**config.mk**
```make
export PLATFORM = sky130hd
export DESIGN_NAME = dtc_timer
export DESIGN_NICKNAME = d
export VERILOG_FILES = /design/src/hdl/dtc_pkg.sv /design/src/hdl/dtc_timer.sv
export SDC_FILE = /design/constraint.sdc
export NUM_CORES = 1
export LEC_CHECK = 0
export BUFFER_PORTS_ARGS = -buffer_cell sky130_fd_sc_hd__buf_2
export CAP_MARGIN = 0
export CORE_MARGIN = 2
export CORE_UTILIZATION = 50
export DETAILED_ROUTE_END_ITERATION = 10
export PLACE_DENSITY = 0.69
export SETUP_SLACK_MARGIN = 0.2
export SYNTH_ARGS = -nofsm -noshare
export SYNTH_HDL_FRONTEND = slang
export SYNTH_SLANG_ARGS = --single-unit
```
**constraint.sdc**
```tcl
create_clock -name clock -period 2.4 [get_ports clock]
set_input_delay 0.24 -clock clock [delete_from_list [all_inputs] [get_ports clock]]
set_output_delay 0.24 -clock clock [all_outputs]
set_load 0.02 [all_outputs]
```
**src/hdl/dtc_pkg.sv**
```systemverilog
/*
 * constants, types and field layout for the dual timer/counter block.
 * assumes a byte-wide special-function register port and one core clock.
 */
package dtc_pkg;

	// ----------------------------------------------------------------
	// register addresses
	// ----------------------------------------------------------------
	localparam logic [7:0] DTC_ADDR_CTRL  = 8'h88;
	localparam logic [7:0] DTC_ADDR_MODE  = 8'h89;
	localparam logic [7:0] DTC_ADDR_A_LO  = 8'h8a;
	localparam logic [7:0] DTC_ADDR_B_LO  = 8'h8b;
	localparam logic [7:0] DTC_ADDR_A_HI  = 8'h8c;
	localparam logic [7:0] DTC_ADDR_B_HI  = 8'h8d;
	localparam logic [4:0] DTC_BIT_BLOCK  = 5'h11;

	// ----------------------------------------------------------------
	// reset values
	// ----------------------------------------------------------------
	localparam logic [7:0] DTC_CTRL_RST   = 8'h00;
	localparam logic [7:0] DTC_MODE_RST   = 8'h00;
	localparam logic [7:0] DTC_COUNT_RST  = 8'h00;

	// ----------------------------------------------------------------
	// field positions
	// ----------------------------------------------------------------
	localparam int DTC_B_OVF_BIT  = 7;
	localparam int DTC_B_RUN_BIT  = 6;
	localparam int DTC_A_OVF_BIT  = 5;
	localparam int DTC_A_RUN_BIT  = 4;
	localparam int DTC_B_CFG_LSB  = 4;
	localparam int DTC_A_CFG_LSB  = 0;

	// ----------------------------------------------------------------
	// machine cycle timing, in core clocks
	// ----------------------------------------------------------------
	localparam logic [3:0] DTC_MC_LAST      = 4'hb;
	localparam logic [3:0] DTC_PHASE_SAMPLE = 4'h9;
	localparam logic [3:0] DTC_PHASE_UPDATE = 4'h4;

	// ----------------------------------------------------------------
	// types
	// ----------------------------------------------------------------
	typedef enum logic [1:0] {
		DTC_MODE_13BIT,
		DTC_MODE_16BIT,
		DTC_MODE_RELOAD8,
		DTC_MODE_SPLIT
	} dtc_mode_e;

	typedef struct packed {
		logic      gate;
		logic      ctr_sel;
		dtc_mode_e mode;
	} dtc_cfg_s;

	typedef struct packed {
		logic       wr;
		logic       rd;
		logic       bit_wr;
		logic [7:0] addr;
		logic [7:0] wdata;
		logic       bit_val;
	} dtc_sfr_req_s;

	typedef struct packed {
		logic [7:0] hi;
		logic [7:0] lo;
	} dtc_count_s;

endpackage : dtc_pkg

```
**src/hdl/dtc_timer.sv**
```systemverilog
/*
 * two timer/counter units sharing one mode and one control register.
 * assumes the core drives one special-function access per clock and that
 * count and gate pins are already synchronous to clock.
 */
`timescale 1ns/1ps

module dtc_timer (
	input  wire logic                  clock,
	input  wire logic                  srst,
	input  wire dtc_pkg::dtc_sfr_req_s sfr_req,
	output logic       [7:0]           sfr_rdata,
	input  wire logic                  count_pin_a,
	input  wire logic                  count_pin_b,
	input  wire logic                  ext_irq_pin_a,
	input  wire logic                  ext_irq_pin_b,
	input  wire logic                  vector_ack_a,
	input  wire logic                  vector_ack_b,
	output logic                       ctr_a_ovf_flag,
	output logic                       ctr_b_ovf_flag
);
	import dtc_pkg::*;

	// ----------------------------------------------------------------
	// helpers
	// ----------------------------------------------------------------
	function automatic logic [8:0] dtc_inc8(input logic [7:0] v);
		dtc_inc8 = {1'b0, v} + 9'h001;
	endfunction : dtc_inc8

	// returns {overflow, high, low} after one count
	function automatic logic [16:0] dtc_step(input dtc_mode_e m, input dtc_count_s c);
		logic [5:0]  l5;
		logic [8:0]  h9;
		logic [16:0] s17;
		l5  = 6'h00;
		h9  = 9'h000;
		s17 = 17'h0_0000;

		case (m)
			DTC_MODE_13BIT: begin
				l5 = {1'b0, c.lo[4:0]} + 6'h01;
				h9 = {1'b0, c.hi} + {8'h00, l5[5]};
				dtc_step = {h9[8], h9[7:0], c.lo[7:5], l5[4:0]};
			end
			DTC_MODE_16BIT: begin
				s17 = {1'b0, c.hi, c.lo} + 17'h0_0001;
				dtc_step = s17;
			end
			DTC_MODE_RELOAD8: begin
				h9 = dtc_inc8(c.lo);
				dtc_step = h9[8] ? {1'b1, c.hi, c.hi} : {1'b0, c.hi, h9[7:0]};
			end
			default: begin
				dtc_step = {1'b0, c.hi, c.lo};
			end
		endcase
	endfunction : dtc_step

	// ----------------------------------------------------------------
	// state
	// ----------------------------------------------------------------
	logic [3:0]  phase_q,  phase_d;
	logic        samp_a_q, samp_a_d;
	logic        samp_b_q, samp_b_d;
	logic        pend_a_q, pend_a_d;
	logic        pend_b_q, pend_b_d;

	logic [7:0]  ctrl_q,   ctrl_d;
	logic [7:0]  mode_q,   mode_d;

	dtc_count_s  cnt_a_q,  cnt_a_d;
	dtc_count_s  cnt_b_q,  cnt_b_d;

	logic [7:0]  rdata_q,  rdata_d;

	dtc_cfg_s    cfg_a;
	dtc_cfg_s    cfg_b;

	logic        update;
	logic        sample;

	logic        run_a;
	logic        run_b;
	logic        tick_a;
	logic        tick_b;
	logic        tick_a_hi;

	logic        set_a;
	logic        set_b;
	logic [16:0] step_a;
	logic [16:0] step_b;

	logic [8:0]  inc_a_lo;
	logic [8:0]  inc_a_hi;

	logic        bit_hit;
	logic [7:0]  bit_mask;

	assign cfg_a = dtc_cfg_s'(mode_q[DTC_A_CFG_LSB +: 4]);
	assign cfg_b = dtc_cfg_s'(mode_q[DTC_B_CFG_LSB +: 4]);

	// ----------------------------------------------------------------
	// machine cycle and pin sampling
	// ----------------------------------------------------------------
	always_comb begin
		phase_d  = (phase_q == DTC_MC_LAST) ? 4'h0 : phase_q + 4'h1;

		sample   = (phase_q == DTC_PHASE_SAMPLE);
		update   = (phase_q == DTC_PHASE_UPDATE);

		samp_a_d = sample ? count_pin_a : samp_a_q;
		samp_b_d = sample ? count_pin_b : samp_b_q;

		pend_a_d = pend_a_q;
		pend_b_d = pend_b_q;

		if (update) begin
			pend_a_d = 1'b0;
			pend_b_d = 1'b0;
		end

		if (sample && samp_a_q && !count_pin_a) begin
			pend_a_d = 1'b1;
		end

		if (sample && samp_b_q && !count_pin_b) begin
			pend_b_d = 1'b1;
		end
	end

	always_ff @(posedge clock) begin
		if (srst) begin
			phase_q  <= 4'h0;
			samp_a_q <= 1'b0;
			samp_b_q <= 1'b0;
			pend_a_q <= 1'b0;
			pend_b_q <= 1'b0;
		end else begin
			phase_q  <= phase_d;
			samp_a_q <= samp_a_d;
			samp_b_q <= samp_b_d;
			pend_a_q <= pend_a_d;
			pend_b_q <= pend_b_d;
		end
	end

	// ----------------------------------------------------------------
	// count enables
	// ----------------------------------------------------------------
	always_comb begin
		run_a  = ctrl_q[DTC_A_RUN_BIT] && (!cfg_a.gate || ext_irq_pin_a);
		run_b  = ctrl_q[DTC_B_RUN_BIT] && (!cfg_b.gate || ext_irq_pin_b);

		tick_a = update && run_a && (cfg_a.ctr_sel ? pend_a_q : 1'b1);

		tick_b = update && run_b && (cfg_b.ctr_sel ? pend_b_q : 1'b1)
			&& (cfg_b.mode != DTC_MODE_SPLIT);

		tick_a_hi = update && ctrl_q[DTC_B_RUN_BIT];
	end

	// ----------------------------------------------------------------
	// counters and flags
	// ----------------------------------------------------------------
	always_comb begin
		step_a   = dtc_step(cfg_a.mode, cnt_a_q);
		step_b   = dtc_step(cfg_b.mode, cnt_b_q);
		inc_a_lo = dtc_inc8(cnt_a_q.lo);
		inc_a_hi = dtc_inc8(cnt_a_q.hi);

		cnt_a_d  = cnt_a_q;
		cnt_b_d  = cnt_b_q;

		set_a    = 1'b0;
		set_b    = 1'b0;

		if (cfg_a.mode == DTC_MODE_SPLIT) begin
			if (tick_a) begin
				cnt_a_d.lo = inc_a_lo[7:0];
				set_a      = inc_a_lo[8];
			end
			if (tick_a_hi) begin
				cnt_a_d.hi = inc_a_hi[7:0];
				set_b      = inc_a_hi[8];
			end
		end else if (tick_a) begin
			cnt_a_d = dtc_count_s'(step_a[15:0]);
			set_a   = step_a[16];
		end

		if (tick_b) begin
			cnt_b_d = dtc_count_s'(step_b[15:0]);
			if (cfg_a.mode != DTC_MODE_SPLIT) begin
				set_b = step_b[16];
			end
		end

		// software write wins over hardware count
		if (sfr_req.wr) begin
			case (sfr_req.addr)
				DTC_ADDR_A_LO: cnt_a_d.lo = sfr_req.wdata;
				DTC_ADDR_A_HI: cnt_a_d.hi = sfr_req.wdata;
				DTC_ADDR_B_LO: cnt_b_d.lo = sfr_req.wdata;
				DTC_ADDR_B_HI: cnt_b_d.hi = sfr_req.wdata;
				default: begin
				end
			endcase
		end
	end

	// ----------------------------------------------------------------
	// control and mode registers
	// ----------------------------------------------------------------
	always_comb begin
		bit_hit  = sfr_req.bit_wr && (sfr_req.addr[7:3] == DTC_BIT_BLOCK);
		bit_mask = 8'h01 << sfr_req.addr[2:0];

		ctrl_d   = ctrl_q;
		mode_d   = mode_q;

		if (sfr_req.wr && sfr_req.addr == DTC_ADDR_MODE) begin
			mode_d = sfr_req.wdata;
		end

		if (vector_ack_a) begin
			ctrl_d[DTC_A_OVF_BIT] = 1'b0;
		end

		if (vector_ack_b) begin
			ctrl_d[DTC_B_OVF_BIT] = 1'b0;
		end

		if (sfr_req.wr && sfr_req.addr == DTC_ADDR_CTRL) begin
			ctrl_d = sfr_req.wdata;
		end else if (bit_hit) begin
			ctrl_d = sfr_req.bit_val ? (ctrl_q | bit_mask) : (ctrl_q & ~bit_mask);
		end

		if (set_a) begin
			ctrl_d[DTC_A_OVF_BIT] = 1'b1;
		end

		if (set_b) begin
			ctrl_d[DTC_B_OVF_BIT] = 1'b1;
		end
	end

	// ----------------------------------------------------------------
	// read port
	// ----------------------------------------------------------------
	always_comb begin
		rdata_d = rdata_q;

		if (sfr_req.rd) begin
			case (sfr_req.addr)
				DTC_ADDR_CTRL: rdata_d = ctrl_q;
				DTC_ADDR_MODE: rdata_d = mode_q;
				DTC_ADDR_A_LO: rdata_d = cnt_a_q.lo;
				DTC_ADDR_A_HI: rdata_d = cnt_a_q.hi;
				DTC_ADDR_B_LO: rdata_d = cnt_b_q.lo;
				DTC_ADDR_B_HI: rdata_d = cnt_b_q.hi;
				default:       rdata_d = 8'h00;
			endcase
		end
	end

	always_ff @(posedge clock) begin
		if (srst) begin
			ctrl_q  <= DTC_CTRL_RST;
			mode_q  <= DTC_MODE_RST;
			cnt_a_q <= {DTC_COUNT_RST, DTC_COUNT_RST};
			cnt_b_q <= {DTC_COUNT_RST, DTC_COUNT_RST};
			rdata_q <= 8'h00;
		end else begin
			ctrl_q  <= ctrl_d;
			mode_q  <= mode_d;
			cnt_a_q <= cnt_a_d;
			cnt_b_q <= cnt_b_d;
			rdata_q <= rdata_d;
		end
	end

	assign sfr_rdata      = rdata_q;
	assign ctr_a_ovf_flag = ctrl_q[DTC_A_OVF_BIT];
	assign ctr_b_ovf_flag = ctrl_q[DTC_B_OVF_BIT];

endmodule : dtc_timer

```
==> results.py, run 1 <==
metrics = {
    "sta": {
        "worst-slew-pin-transition_ns": 0.758,
        "slew_headroom_pct": 49.4,
        "max_freq_mhz": 466,
        "worst_slack_ns": 0.253,
        "fin_tns_setup_ns": 0,
        "period_needed_ns": 2.15,
        "fin_worst_skew_ns": 0.0115,
        "holdWs_ns": 0.138,
        "finalSetupViolations": 0,
        "slew_viol_final": 0,
        "rsz0062_at_grt": "no",
        "finalHoldViolCount": 0,
        "finalCritPeriodShare_pct": 89.4,
    },
    "yosys": {
        "yosys_register_bits": 64,
        "synth_area_mm2": 0.00456,
        "synth_edf_count": 0,
        "yosysMostFrequentCell": "dfxtp_1",
        "synth_nets": 634,
        "ys_async_sr_fraction_pct": 0,
        "syn_area_per_cell_um2": 7.64,
        "synth_area_leader_cell": "dfxtp_1",
        "syn_inst": 597,
        "ys_types": 70,
        "yosys-top-cells-count": "64 x dfxtp_1, 53 x nor2_1, 46 x nand2_1",
        "synthDominantCellAreaShare_pct": 28.1,
        "synth_flop_cell": "dfxtp_1",
        "seq_area_frac_synth_pct": 28.1,
        "ys_warn_count": 0,
        "synth_area_leaders": "dfxtp_1 28%, a21oi_1 4.4%, nor2_1 4.4%, nand3_1 4.1%, nand2_1 3.8%",
    },
    "route": {
        "ant_nets": 0,
        "routed.top_layer": "met4",
        "wl_met2_um": 7820,
        "wl_met3_um": 1720,
        "wirelength_um": 17200,
        "wl_per_cell_um": 22.5,
        "vias": 5245,
        "dr.pass1.iters": 6,
        "m1WireLength_um": 6800,
        "drtIter0Drc": 667,
        "via_per_inst": 6.89,
        "drc": 0,
    },
    "worst_setup_path": {
        "criticalPathCategory": "reg2reg",
        "arrival_ns": 2.36,
        "crit_path_max_fanout": 6,
        "crit_path_start_kind": "flop",
        "critPathRequiredTime_ns": 2.62,
        "cp-end-kind": "flop",
    },
    "run_status": {
        "status": "finished clean",
    },
    "grt": {
        "grt_max_degree": 50,
        "grt_pass1_vias": 4775,
        "grt_usage_pct": 34.6,
        "antenna_found_initial": 0,
        "grt_first_pass_wirelength_um": 26600,
        "overflow": 0,
    },
    "floorplan": {
        "die-area_mm2": 0.00990,
        "coreArea_mm2": 0.00881,
        "initial_core_util_pct": 51.8,
        "io_pins": 38,
        "die_y_um": 99.5,
        "die_x_um": 99.5,
        "rows": 34,
    },
    "clock_network": {
        "path_clk_slew_ns": 0.08,
        "clock_sinks": 64,
        "worst_skew_pair.late_latency_ns": 0.36,
        "cts_root_buffer": "clkbuf_8",
        "cts_max_level": 3,
        "cts_tree": "yes",
        "clk_path_buf_depth": 2,
        "cts_buffers": 9,
    },
    "place": {
        "placement.io_buffers": 37,
        "gp_congestion": 0.982,
        "dp_slack_ns": 0.151,
        "hpwl_um": 12200,
    },
    "finish": {
        "area_growth_pct": 17.4,
        "diodes": 0,
        "fin_nets": 686,
        "drive_gt1_share_pct": 20.8,
        "num-fill-cells": 843,
        "finalCoreUtilization_pct": 60.8,
    },
    "power": {
        "vdd_drop_max_v": 0.000247,
        "p_leak_nw": 1.87,
        "p_per_area_mw_per_mm2": 421,
    },
    "hold_path": {
        "hold_class": "in2reg",
    },
    "job": {
        "max-cap-violations": 0,
    },
}
path summary, 6_finish.rpt:
| path | cells past startpoint | from | slack, ns | to |
|---|---|---|---|---|
| hold / removal | 3 | count_pin_b | 0.14 | samp_b_q |
| setup / recovery | 9 | cnt_b_q[0] | 0.25 | cnt_b_q[12] |
| setup reg to reg | 9 | cnt_b_q[0] | 0.25 | cnt_b_q[12] |
| hold reg to reg | 2 | mode_q[6] | 0.49 | mode_q[6] |
power breakdown:
part | switching, mW | internal, mW | total [mW]
clock network | 0.447 | 0.498 | 0.945
registers | 0.0243 | 1.08 | 1.10
logic | 0.135 | 0.0738 | 0.208
area by class of cell:
class / count / area (um2) / area share, %
multi-input combinational: 475 / 3130 / 58.5
inverter: 12 / 45.0 / 0.841
clock inverter: 4 / 45.0 / 0.841
clock buffer: 11 / 141 / 2.64
timing repair buffer: 87 / 561 / 10.5
sequential: 64 / 1300 / 24.2
tap: 108 / 135 / 2.52
critical path, stage by stage (launching register included):
cell      delay, ns
dfxtp_4        0.38
and3_4         0.18
and2_4         0.14
ha_2           0.19
ha_2           0.17
or3b_4         0.38
o31ai_2        0.08
a31oi_1        0.12
a211oi_1       0.24
a211oi_1       0.11
sequential cells by signal, indices dropped and copies added (netlist names):
| name | cells |
|---|---|
| phase_q | 4 |
| samp_a_q | 1 |
| ctrl_q | 8 |
| cnt_a_q | 16 |
| pend_b_q | 1 |
| pend_a_q | 1 |
| sfr_rdata | 8 |
| samp_b_q | 1 |
| cnt_b_q | 16 |
| mode_q | 8 |
routing by layer:
layer  vias to the layer above  track usage (%)
li1                       2403                -
met1                      2463             44.8
met2                       309             55.0
met3                        70             8.43
met4                         0             14.6
met5                         -                0
cells in the final DEF (no fill, tap or decap), drive strengths merged, types with 11 or more instances in the layout:
cell	synthesis	routed
a211oi	19	19
nand3	37	37
nor2	53	53
inv	11	11
clkbuf	34	11
a22oi	13	13
a21oi	40	40
dfxtp	64	64
nor3b	12	12
nor3	18	18
o21ai	29	29
a31oi	14	14
nand2	46	46
buf	12	87
timing repair:
item,in CTS,in global routing
resized for setup,6,20
buffers inserted,0,9
cloned,0,0
hold buffers,0,0
endpoints found under the setup margin,4,16
pin swaps,0,4
per-stage QoR:
| step | std cells | power (mW) | instance area, um2 |
|---|---|---|---|
| after floorplan | 597 | 1.23 | 4560 |
| after global placement | 737 | 1.32 | 5010 |
| after detailed placement | 737 | 1.32 | 5010 |
| after CTS | 752 | 2.25 | 5210 |
| after global routing | 761 | 2.32 | 5360 |
| final | 761 | 2.25 | 5360 |
cells by family after synthesis:
family	count (synthesis)	synth area share, %
compound gates	195	29.6
xor+xnor	9	1.73
fa+ha+maj	9	2.47
buf+inv	58	4.94
flops	64	28.1
mux	11	2.55
simple gates	251	30.6
Note: power is estimated with default switching activity, not from simulation.
==> inputs of run 2 (changes only) <==
clock period = 2.05 ns   (was 2.4 ns; I/O delays follow)
==> run 2 against run 1 <==
  * Combinational power grew 38%
  * Non-clock buffer count up 57
  * Die area unchanged
  * Via count increased by 6.8%
  * Clock power rose by 47%
  * Clock skew is 0.0013 ns higher
  * Worst hold slack worse by 0.038 ns
  * First-iteration DRC count shrank 25%
  * Largest power group is now the clock network
  * Highest routed layer unchanged
  * Setup slack got worse by 0.19 ns
  * Cell count is 7.6% higher
  * Register-to-register slack got worse by 0.19 ns
==> results.py, run 2 (synthesis gave the netlist of run 1 again) <==
metrics = {
    "route": {
        "drc": 0,
        "ant_nets": 0,
        "wirelength_um": 18400,
        "wl_per_cell_um": 22.4,
        "vias": 5600,
        "via_per_inst": 6.84,
        "drtIter0Drc": 498,
        "dr.pass1.iters": 5,
    },
    "hold_path": {
        "hp-start": "count_pin_b",
        "hold_depth": 3,
        "hold_class": "in2reg",
        "hold_end": "samp_b_q",
    },
    "clock_network": {
        "clock_sinks": 64,
        "ctsHoldBuffers": 0,
        "cts_max_level": 3,
        "worst_skew_pair.late_latency_ns": 0.36,
        "clk_path_buf_depth": 2,
        "cts_tree": "yes",
        "cts_buffers": 9,
        "path_clk_slew_ns": 0.08,
        "cts_root_buffer": "clkbuf_8",
    },
    "power": {
        "vdd_drop_max_v": 0.000361,
        "power_mw": 2.97,
        "comb_power_share_pct": 9.7,
        "seq_power_share_pct": 43.3,
        "power.switching_uw": 752,
        "internal_power_mw": 2.21,
        "power_switching_share_pct": 25.4,
        "p_leak_nw": 2.26,
        "clkPwrFrac_pct": 47.0,
        "p_per_area_mw_per_mm2": 466,
    },
    "grt": {
        "grt_pass1_vias": 5084,
        "grt_first_pass_wirelength_um": 27500,
        "antenna_found_initial": 0,
        "grt_max_degree": 50,
        "grt_usage_pct": 35.8,
        "overflow": 0,
    },
    "floorplan": {
        "die_x_um": 99.5,
        "rows": 34,
        "coreArea_mm2": 0.00881,
        "die-area_mm2": 0.00990,
        "die_y_um": 99.5,
        "initial_core_util_pct": 51.8,
        "io_pins": 38,
    },
    "worst_setup_path": {
        "slowest_delay_ns": 0.51,
        "crit_slowest_cell": "or4_4",
        "r2r_setup_slack_ns": 0.07,
        "path_buf_inv": 3,
        "crit_path_start_kind": "flop",
        "critPathRequiredTime_ns": 2.30,
        "reg2reg_depth": 9,
        "reg2reg_to": "cnt_b_q[2]",
        "crit_family": "simple AND/OR/NAND/NOR gates",
        "arrival_ns": 2.24,
        "criticalPathCategory": "reg2reg",
        "cp-end-kind": "flop",
        "crit_path_max_fanout": 7,
        "reg2reg_from": "phase_q[1]",
        "crit_chain": "inv_2 > ha_4 > nand4b_4 > or4_4 > buf_12 > buf_4 > o21ai_2 > o211ai_1 > o211a_1",
    },
    "finish": {
        "final_common_cell": "buf_4",
        "num-fill-cells": 705,
        "diodes": 0,
        "final_cell_mix": "90 x buf_4, 52 x dfxtp_1, 51 x nor2_1",
        "reg_top3": "cnt_a_q: 16 flops, cnt_b_q: 16 flops",
        "finalCoreUtilization_pct": 72.3,
        "drive_gt1_share_pct": 35.6,
        "area_growth_pct": 39.6,
        "fin_nets": 743,
    },
    "sta": {
        "rsz0062_at_grt": "yes",
        "fin_worst_skew_ns": 0.0128,
        "period_needed_ns": 1.98,
        "slew_viol_final": 0,
        "max_freq_mhz": 504,
        "finalSetupViolations": 0,
        "worst-slew-pin-transition_ns": 1.05,
        "finalCritPeriodShare_pct": 96.8,
        "fin_tns_setup_ns": 0,
        "slew_headroom_pct": 29.8,
        "finalHoldViolCount": 0,
    },
    "place": {
        "gp_congestion": 0.958,
        "placement.io_buffers": 37,
        "hpwl_um": 12400,
    },
    "run_status": {
        "status": "finished clean",
    },
    "job": {
        "max-cap-violations": 0,
    },
}
==> run 2: cell count changes in the layout (fill, tap and decap cells not counted), moves of 5 or more <==
cell,delta
buf_4,+40
a211oi_2,+5
o21ai_0,-6
buf_6,+12
dfxtp_1,-5
a211oi_1,-6
nand3_1,-5
o21ai_2,+5
==> run 2: what timing repair did <==
item,CTS,global route
cloned,1,0
gates resized for setup,24,83
pin swaps,15,41
endpoints found under the setup margin,25,32
setup buffers,13,17
==> run 2: how the worst max path moves through the flow <==
stage	startpoint	to	slack, ns	cells past startpoint
floorplan	cnt_b_q[2]	cnt_b_q[12]	0.07	10
global placement	cnt_b_q[0]	cnt_b_q[3]	0.04	8
detailed placement	sfr_req[11]	sfr_rdata[2]	-0.01	6
CTS	cnt_b_q[1]	cnt_b_q[12]	0.07	9
global route	phase_q[1]	cnt_b_q[11]	-0.03	8
finish	phase_q[1]	cnt_b_q[2]	0.07	9
==> run 2: cell type report <==
cell class / instances / area, um2 / area share (%)
Clock buffer: 11 / 141 / 2.22
Tap cell: 108 / 135 / 2.12
Timing Repair Buffer: 144 / 1100 / 17.3
Inverter: 12 / 47.5 / 0.747
Multi-Input combinational cell: 475 / 3530 / 55.4
Clock inverter: 5 / 104 / 1.63
Sequential cell: 64 / 1310 / 20.5
==> run 2: power groups by stage <==
stage | Sequential (mW) | Combinational [mW] | Clock (mW)
finish | 1.28 | 0.288 | 1.39
global route | 1.29 | 0.306 | 1.46
CTS | 1.28 | 0.261 | 1.40
detailed placement | 1.31 | 0.257 | 0
global placement | 1.31 | 0.252 | 0
floorplan | 1.32 | 0.132 | 0
==> run 2: worst min-delay path, cell delays in order <==
cell and delay [ns]:
buf_2 0.09, mux2i_1 0.06, nor2_1 0.07
==> run 2: routing by layer <==
| metal | GRT usage, % | up-vias | share of wire (%) |
|---|---|---|---|
| met2 | 58.0 | 337 | 47 |
| met3 | 4.99 | 74 | 8.7 |
| met1 | 45.5 | 2675 | 39 |
| met5 | 0 | - | 0 |
| li1 | - | 2514 | - |
| met4 | 20.8 | 0 | 5.2 |
==> run 2: metrics by stage <==
stage	hold slack [ns]	cells	worst slack [ns]	cell area, um2
CTS	0.0878	802	0.0655	5850
floorplan	0.331	597	0.0742	4700
finish	0.100	819	0.0661	6370
detailed placement	0.459	772	-0.0128	5390
global placement	0.453	772	0.0429	5390
global route	0.126	819	-0.0286	6370
